===== src/rtl/cptd_pkg.sv =====
// package for the call progress tone detector
// assumes an apb slave wrapper and a signed 16-bit sample stream
package cptd_pkg;

  // register byte addresses (indices not all contiguous: address is index * 4)
  localparam logic [11:0] CPTD_IDX_CTRL     = 12'h280;
  localparam logic [11:0] CPTD_IDX_FLAGS    = 12'h281;
  localparam logic [11:0] CPTD_IDX_ON_THR   = 12'h282;
  localparam logic [11:0] CPTD_IDX_OFF_THR  = 12'h284;
  localparam logic [11:0] CPTD_IDX_ENERGY   = 12'h286;
  localparam logic [13:0] CPTD_ADDR_CTRL    = {CPTD_IDX_CTRL, 2'b00};
  localparam logic [13:0] CPTD_ADDR_FLAGS   = {CPTD_IDX_FLAGS, 2'b00};
  localparam logic [13:0] CPTD_ADDR_ON_THR  = {CPTD_IDX_ON_THR, 2'b00};
  localparam logic [13:0] CPTD_ADDR_OFF_THR = {CPTD_IDX_OFF_THR, 2'b00};
  localparam logic [13:0] CPTD_ADDR_ENERGY  = {CPTD_IDX_ENERGY, 2'b00};

  // field positions
  localparam int CPTD_EN_BIT   = 7;
  localparam int CPTD_TC_MSB   = 3;
  localparam int CPTD_FLAG_BIT = 0;

  // reset values
  localparam logic [7:0]  CPTD_CTRL_RST    = 8'h07;
  localparam logic [15:0] CPTD_ON_THR_RST  = 16'h2400;
  localparam logic [15:0] CPTD_OFF_THR_RST = 16'h1A00;

  // sample rate of the filter input: one enable per this many clocks
  localparam int CPTD_CLK_HZ    = 100_000_000;
  localparam int CPTD_SAMPLE_HZ = 8_000;
  localparam int CPTD_SAMPLE_DIV = CPTD_CLK_HZ / CPTD_SAMPLE_HZ;

  typedef struct packed {
    logic       enable;
    logic [3:0] tconst;
  } cptd_ctrl_s;

  typedef enum logic [1:0] {
    CPTD_BUS_IDLE   = 2'b01,
    CPTD_BUS_ACCESS = 2'b10
  } cptd_bus_e;

endpackage : cptd_pkg


===== src/rtl/cptd_top.sv =====
// call progress tone detector with apb register access
// assumes signed 16-bit voice samples in pclk domain, one per sample tick
// Operation
// - band-pass the input to 300..650 Hz before measuring energy
// - control bit 7 enables detection; cleared means detection is off
// - control bits 3..0 set averaging time constant, larger is slower
// - set flag bit 0 when average energy exceeds the on threshold
// - flag reads 0 below off threshold unless above on threshold, and from one clock after enable is cleared
// - clear flag when average energy falls below the off threshold and does not exceed the on threshold
// - thresholds are 16-bit two's complement fractions of full scale
// - energy register reports instantaneous in-band power 0..0xFFFF
`timescale 1ns/1ps
module cptd_top
  import cptd_pkg::*;
#(
  parameter int W         = 16,
  parameter int SAMPLE_DIV = CPTD_SAMPLE_DIV
) (
  // clock and reset
  input  wire logic         pclk,
  input  wire logic         presetn,
  // apb slave
  input  wire logic         psel,
  input  wire logic         penable,
  input  wire logic         pwrite,
  input  wire logic [13:0]  paddr,
  input  wire logic [31:0]  pwdata,
  input  wire logic [3:0]   pstrb,
  output      logic [31:0]  prdata,
  output      logic         pready,
  output      logic         pslverr,
  // voice samples
  input  wire logic [W-1:0] sample_in,
  // detection result
  output      logic         tone_detected_flag
);

  // register state
  cptd_ctrl_s  ctrl_reg;
  logic [15:0] on_thr_reg;
  logic [15:0] off_thr_reg;
  logic        flag_reg, flag_next;
  logic [31:0] prdata_next;
  cptd_bus_e   bus_reg;

  // sample rate divider
  logic [15:0] div_reg;
  logic        tick_reg;
  logic        sample_en;

  // datapath
  logic signed [W-1:0] filt;
  logic [W-1:0]        power;
  logic [W-1:0]        average;
  logic                clear;

  // apb decode
  wire setup     = psel && !penable;
  wire hit_ctrl  = (paddr == CPTD_ADDR_CTRL);
  wire hit_flags = (paddr == CPTD_ADDR_FLAGS);
  wire hit_on    = (paddr == CPTD_ADDR_ON_THR);
  wire hit_off   = (paddr == CPTD_ADDR_OFF_THR);
  wire hit_nrg   = (paddr == CPTD_ADDR_ENERGY);
  wire mapped    = hit_ctrl || hit_flags || hit_on || hit_off || hit_nrg;
  // read-only registers refuse writes with an error
  wire ro_write  = pwrite && (hit_flags || hit_nrg);
  wire bad       = !mapped || ro_write;
  // writes land at the edge that completes the access phase
  wire wr_ok     = psel && penable && pready && pwrite && mapped && !ro_write;
  wire wr_ctrl   = wr_ok && hit_ctrl && pstrb[0];
  wire wr_on_lo  = wr_ok && hit_on && pstrb[0];
  wire wr_on_hi  = wr_ok && hit_on && pstrb[1];
  wire wr_off_lo = wr_ok && hit_off && pstrb[0];
  wire wr_off_hi = wr_ok && hit_off && pstrb[1];

  wire [7:0] ctrl_byte = {ctrl_reg.enable, 3'b000, ctrl_reg.tconst};
  wire [7:0] flag_byte = {7'b0000000, flag_reg};

  assign prdata_next =
    (!pwrite && hit_ctrl)  ? {24'h000000, ctrl_byte} :
    (!pwrite && hit_flags) ? {24'h000000, flag_byte} :
    (!pwrite && hit_on)    ? {16'h0000, on_thr_reg}  :
    (!pwrite && hit_off)   ? {16'h0000, off_thr_reg} :
    (!pwrite && hit_nrg)   ? {16'h0000, power}       :
                             32'h00000000;

  // detection stays quiet and the filter is flushed while disabled
  assign clear     = !ctrl_reg.enable;
  assign sample_en = tick_reg;

  // signed compare of average against signed thresholds: average is never
  // negative, so a negative threshold always counts as exceeded
  wire signed [16:0] avg_s = {1'b0, average};
  wire signed [16:0] on_s  = {on_thr_reg[15], on_thr_reg};
  wire signed [16:0] off_s = {off_thr_reg[15], off_thr_reg};
  wire above_on  = avg_s > on_s;
  wire below_off = avg_s < off_s;

  always_comb begin
    flag_next = flag_reg;
    if (!ctrl_reg.enable) begin
      flag_next = 1'b0;
    end else if (above_on) begin
      flag_next = 1'b1;
    end else if (below_off) begin
      flag_next = 1'b0;
    end
  end

  cptd_bandpass #(
    .W (W)
  ) u_bandpass (
    .pclk      (pclk),
    .presetn   (presetn),
    .sample_en (sample_en),
    .clear     (clear),
    .din       ($signed(sample_in)),
    .dout      (filt)
  );

  cptd_energy #(
    .W (W)
  ) u_energy (
    .pclk      (pclk),
    .presetn   (presetn),
    .sample_en (sample_en),
    .clear     (clear),
    .tconst    (ctrl_reg.tconst),
    .din       (filt),
    .power     (power),
    .average   (average)
  );

  // sample tick divider
  always_ff @(posedge pclk or negedge presetn) begin
    if (!presetn) begin
      div_reg  <= '0;
      tick_reg <= 1'b0;
    end else if (div_reg == 16'(SAMPLE_DIV - 1)) begin
      div_reg  <= '0;
      tick_reg <= 1'b1;
    end else begin
      div_reg  <= div_reg + 16'h0001;
      tick_reg <= 1'b0;
    end
  end

  // control and threshold registers
  always_ff @(posedge pclk or negedge presetn) begin
    if (!presetn) begin
      ctrl_reg    <= cptd_ctrl_s'({CPTD_CTRL_RST[CPTD_EN_BIT],
                                   CPTD_CTRL_RST[CPTD_TC_MSB:0]});
      on_thr_reg  <= CPTD_ON_THR_RST;
      off_thr_reg <= CPTD_OFF_THR_RST;
    end else begin
      if (wr_ctrl) begin
        ctrl_reg.enable <= pwdata[CPTD_EN_BIT];
        ctrl_reg.tconst <= pwdata[CPTD_TC_MSB:0];
      end
      if (wr_on_lo) on_thr_reg[7:0] <= pwdata[7:0];
      if (wr_on_hi) on_thr_reg[15:8] <= pwdata[15:8];
      if (wr_off_lo) off_thr_reg[7:0] <= pwdata[7:0];
      if (wr_off_hi) off_thr_reg[15:8] <= pwdata[15:8];
    end
  end

  // detection flag
  always_ff @(posedge pclk or negedge presetn) begin
    if (!presetn) begin
      flag_reg           <= 1'b0;
      tone_detected_flag <= 1'b0;
    end else begin
      flag_reg           <= flag_next;
      tone_detected_flag <= flag_next;
    end
  end

  // apb handshake: one wait-free access phase, answer set at setup edge
  always_ff @(posedge pclk or negedge presetn) begin
    if (!presetn) begin
      bus_reg <= CPTD_BUS_IDLE;
      prdata  <= '0;
      pready  <= 1'b0;
      pslverr <= 1'b0;
    end else begin
      case (bus_reg)
        CPTD_BUS_IDLE: begin
          if (setup) begin
            bus_reg <= CPTD_BUS_ACCESS;
            prdata  <= prdata_next;
            pready  <= 1'b1;
            pslverr <= bad;
          end
        end
        CPTD_BUS_ACCESS: begin
          bus_reg <= CPTD_BUS_IDLE;
          pready  <= 1'b0;
          pslverr <= 1'b0;
        end
        default: begin
          bus_reg <= CPTD_BUS_IDLE;
          pready  <= 1'b0;
          pslverr <= 1'b0;
        end
      endcase
    end
  end

endmodule : cptd_top


===== src/rtl/cptd_bandpass.sv =====
// second order band-pass, about 300 to 650 Hz at an 8 kHz sample rate
// assumes samples arrive with a one-cycle sample_en strobe
`timescale 1ns/1ps
module cptd_bandpass
  import cptd_pkg::*;
#(
  parameter int W = 16
) (
  // clock and reset
  input  wire logic                pclk,
  input  wire logic                presetn,
  // sample stream
  input  wire logic                sample_en,
  input  wire logic                clear,
  input  wire logic signed [W-1:0] din,
  output      logic signed [W-1:0] dout
);
  // coefficients in q2.14: centre ~450 Hz, bandwidth ~350 Hz
  // pole radius ~0.863 keeps a2 well inside the unit circle; b0 sets
  // unity gain at the centre so a full-scale tone cannot saturate
  localparam logic signed [17:0] B0  = 18'sh0085A;
  localparam logic signed [17:0] A1  = 18'sh06795;
  localparam logic signed [17:0] A2N = 18'sh02F9E;

  logic signed [W-1:0] x1_reg, x2_reg, y1_reg, y2_reg;
  logic signed [47:0]  acc;
  logic signed [47:0]  acc_sh;
  logic signed [W-1:0] y_sat;

  // y = b0*(x - x2) + a1*y1 - a2*y2; band edges set by pole radius
  assign acc = B0 * (48'(din) - 48'(x2_reg)) + A1 * 48'(y1_reg)
             - A2N * 48'(y2_reg);
  assign acc_sh = acc >>> 14;
  // saturate so a loud out-of-band burst cannot wrap the energy
  assign y_sat = (acc_sh > 48'sd32767) ? 16'sh7FFF :
                 (acc_sh < -48'sd32768) ? 16'sh8000 : acc_sh[W-1:0];

  always_ff @(posedge pclk or negedge presetn) begin
    if (!presetn) begin
      x1_reg <= '0;
      x2_reg <= '0;
      y1_reg <= '0;
      y2_reg <= '0;
    end else if (clear) begin
      x1_reg <= '0;
      x2_reg <= '0;
      y1_reg <= '0;
      y2_reg <= '0;
    end else if (sample_en) begin
      x2_reg <= x1_reg;
      x1_reg <= din;
      y2_reg <= y1_reg;
      y1_reg <= y_sat;
    end
  end

  assign dout = y1_reg;
endmodule : cptd_bandpass


===== src/rtl/cptd_energy.sv =====
// instantaneous power and exponential average of a filtered stream
// assumes one filtered sample per sample_en
`timescale 1ns/1ps
module cptd_energy
  import cptd_pkg::*;
#(
  parameter int W = 16
) (
  // clock and reset
  input  wire logic                pclk,
  input  wire logic                presetn,
  // control
  input  wire logic                sample_en,
  input  wire logic                clear,
  input  wire logic [3:0]          tconst,
  // data
  input  wire logic signed [W-1:0] din,
  output      logic [W-1:0]        power,
  output      logic [W-1:0]        average
);
  logic [2*W-1:0] sq;
  logic [W-1:0]   pw;
  logic [W+15:0]  avg_reg, avg_next;

  // widen before the product so the upper half of the square is kept
  assign sq = (2*W)'(din) * (2*W)'(din);
  // full-scale square lands at 0x4000_0000, so shift twice to use all bits
  assign pw = (sq[2*W-1:2*W-2] != 2'b00) ? 16'hFFFF : sq[2*W-3:W-2];

  // leaky integrator, shift by tc: larger tc means slower response
  assign avg_next = avg_reg - (avg_reg >> tconst)
                  + ({16'h0000, pw} << (5'd16 - 5'(tconst)));

  always_ff @(posedge pclk or negedge presetn) begin
    if (!presetn) begin
      avg_reg <= '0;
      power   <= '0;
    end else if (clear) begin
      avg_reg <= '0;
      power   <= '0;
    end else if (sample_en) begin
      avg_reg <= avg_next;
      power   <= pw;
    end
  end

  assign average = avg_reg[W+15:16];
endmodule : cptd_energy


===== config.mk =====
export PLATFORM = sky130hd
export DESIGN_NAME = cptd_top
export DESIGN_NICKNAME = d
export VERILOG_FILES = /design/src/rtl/cptd_pkg.sv /design/src/rtl/cptd_top.sv /design/src/rtl/cptd_bandpass.sv /design/src/rtl/cptd_energy.sv
export SDC_FILE = /design/constraint.sdc
export NUM_CORES = 2
export LEC_CHECK = 0
export BUFFER_PORTS_ARGS = -buffer_cell sky130_fd_sc_hd__buf_2
export CAP_MARGIN = 10
export CORE_ASPECT_RATIO = 0.6
export CORE_MARGIN = 2
export CORE_UTILIZATION = 60
export DETAILED_ROUTE_END_ITERATION = 16
export GPL_TIMING_DRIVEN = 0
export PLACE_DENSITY = 0.77
export SLEW_MARGIN = 20
export SYNTH_ARGS = -nofsm -noshare
export SYNTH_HDL_FRONTEND = slang
export SYNTH_HIERARCHICAL = 1
export SYNTH_SLANG_ARGS = --single-unit

===== constraint.sdc =====
create_clock -name pclk -period 13.35 [get_ports pclk]
set_input_delay 2.0025 -clock pclk [delete_from_list [all_inputs] [get_ports pclk]]
set_output_delay 2.0025 -clock pclk [all_outputs]
set_load 0.01 [all_outputs]

==> impl_metrics.yaml <==
drt:
  first_iter_violations: 3284
  ant_nets: 0
  totalWireLength_um: 102000
  vias_per_cell: 5.85
  wl_per_cell_um: 20.0
  drtPass1Iterations: 9
  vias: 29900
  drc_errors: 0
min_path:
  hold_path_class: "reg2reg"
clock_tree:
  clk_pin_slew_ns: 0.08
  clock_path_buffers: 2
  clock-sinks: 186
  htree_levels: 4
  cts_tree: "built"
  insertion_delay_ns: 0.49
  cts-buffers-inserted: 17
  cts_root_buffer: "clkbuf_16"
floorplanning:
  die_h_um: 200
  start_util_pct: 60.9
  core_area_mm2: 0.0630
  io_pins: 106
  rows: 71
  die_x_um: 331
  dieArea_mm2: 0.0661
logic_synthesis:
  synth_top_area_cell: "fa_1"
  synth_top_cell_area_share_pct: 29.9
  syn_avg_cell_area_um2: 9.26
  synth_edf_count: 0
  syn_area_mm2: 0.0384
  synth_flop_cell: "dfrtp_1"
  synthArstFlopShare_pct: 100
  synth_area_leaders: "fa_1 (30%), ha_1 (17%), dfrtp_1 (12%)"
  yosysWarnings: 6
  ys_ff_latch: 186
  synth.distinct_cells: 107
  synthCells: 4146
  ys_seq_area_share_pct: 12.2
global_routing:
  antenna_found_initial: 1
  grt_overflow: 0
  grt_util_all_layers_pct: 32.2
  grt_max_degree: 72
  grt_pass1_wl_um: 164000
  grt_pass1_vias: 29100
layout:
  syn_to_final_growth_pct: 5.74
  final_cell_mix: "inv_1 (883), fa_1 (574), ha_1 (512)"
  largest_reg_flops: 32
  layout_commonest_cell: "inv_1"
  final_cells: 5108
  drive_gt1_share_pct: 6.80
  nNetsFinal: 5409
  fin_area_mm2: 0.0406
timing:
  skew_ns: 0.0199
  slew_viol_final: 0
  rsz0062_at_grt: "false"
  max_freq_mhz: 77.3
  fin_crit_ns: 12.94
  maxSlewHeadroom_pct: 20.8
  finalHoldViolations: 0
  worstMarginPinSlew_ns: 1.18
  fin_ws_ns: 0.413
  whs_ns: 0.481
  setup_viol: 0
  period_share_pct: 96.9
place:
  gp_congestion: 1.03
  placed_cell_area_mm2: 0.0399
  port-buffer-count: 70
  placed_cells: 5072
  post-place-ws_ns: -0.0235
  dpl.hpwl_um: 86200
worst_setup_path:
  cp_data_arrival_time_ns: 13.30
  worstPathMaxFanout: 10
  slowest_stage: "fa_1"
  worstPathRequired_ns: 13.71
  cp_slowest_stage_delay_ns: 0.53
  cp-end-kind: "register"
  startpoint_type: "primary input"
  crit_type: "in2reg"
power:
  power_density_mw_per_mm2: 160
  vdd_drop_max_v: 0.000623
  power_leakage_nw: 21.5
job:
  cap_violations: 0
status:
  status: "finished clean"
-- critical path, delay by kind of cell --
| family | cells | cell delay [ns] |
|---|---|---|
| AOI/OAI and AO/OA | 12 | 3.46 |
| muxes | 1 | 0.20 |
| and+or+nand+nor | 3 | 0.56 |
| adders and majority gates | 14 | 5.82 |
| buffers and inverters | 8 | 0.69 |
| xor gates and xnor gates | 2 | 0.54 |
-- metal layers --
layer / wire [um] / up-vias / GRT usage (%)
li1: - / 13700 / -
met4: 983 / 4 / 4.36
met5: 87 / - / 0.942
met3: 13000 / 88 / 11.7
met1: 49900 / 14700 / 52.2
met2: 38000 / 1419 / 40.9
-- report_power, final --
| part | internal [mW] | total (mW) | leakage [nW] | switching, mW |
|---|---|---|---|---|
| combinational | 2.19 | 5.39 | 18.8 | 3.20 |
| sequential | 0.564 | 0.564 | 2.43 | 0.000526 |
| clock | 0.269 | 0.553 | 0.292 | 0.283 |
| total | 3.02 | 6.51 | 21.5 | 3.48 |
-- synthesized netlist by cell type, drive strengths merged, types with 8 or more instances --
cell	n
o21bai	13
a211oi	34
a221o	18
o211ai	24
nor4	12
mux2i	108
nor3b	8
mux4	17
inv	885
a311oi	16
or3	11
dfstp	9
nand4	20
fa	574
nand3	55
o21ai	136
nor3	45
and3	27
xor2	54
xnor2	91
nand2b	28
o22ai	11
a21o	58
and4	8
and2	43
or2	12
a31oi	29
buf	72
dfrtp	177
nor2	268
mux2	22
nand2	301
clkbuf	80
nor2b	20
a21oi	178
a222oi	13
o211a	10
o21a	30
o31ai	10
ha	512
-- metrics by stage --
stage               util, %  setup TNS, ns  power [mW]
floorplan                 -              0        4.62
global placement       63.2              0        5.65
detailed placement     63.4        -0.0524        5.79
CTS                    64.3              0        6.38
global route           64.4              0        7.22
finish                 64.4              0        6.51
-- final timing paths --
path	depth (start not counted)	start	slack (ns)	to
max	40	sample_in[1]	0.41	u_bandpass/dout[9]
min	1	div_reg[15]	0.48	div_reg[15]
max reg2reg	33	u_bandpass/dout[15]	0.64	u_energy/avg_reg[31]
min reg2reg	1	div_reg[15]	0.48	div_reg[15]
max in group asynchronous	3	presetn	10.74	u_bandpass/dout[15]
min in group asynchronous	1	presetn	1.47	pslverr
-- cells by family after synthesis --
family / count (synthesis) / synth area share, %
compound gates: 662 / 11.7
xor+xnor: 146 / 3.37
fa+ha+maj: 1086 / 46.6
buf+inv: 1039 / 10.7
flops: 186 / 12.2
mux: 147 / 4.47
other cells: 1 / 0.00977
simple gates: 879 / 11.1
-- repair_timing --
item	4_1_cts	5_1_grt
setup buffers	0	0
hold buffers	0	0
resized for setup	0	17
endpoints found under the hold margin	0	0
setup endpoints to repair	0	19
-- cell type report --
| class | instances | area, um2 |
|---|---|---|
| inverters | 887 | 3330 |
| flip-flops and latches | 186 | 4670 |
| plain buffers | 152 | 764 |
| clock buffers | 18 | 429 |
| well taps | 839 | 1050 |
| fillers | 5192 | 22400 |
| multi-input cells | 2936 | 29700 |
| repair buffers | 72 | 415 |
| clock inverters | 14 | 180 |
| diodes | 4 | 10.0 |
Power figures use the tool's default switching activity.
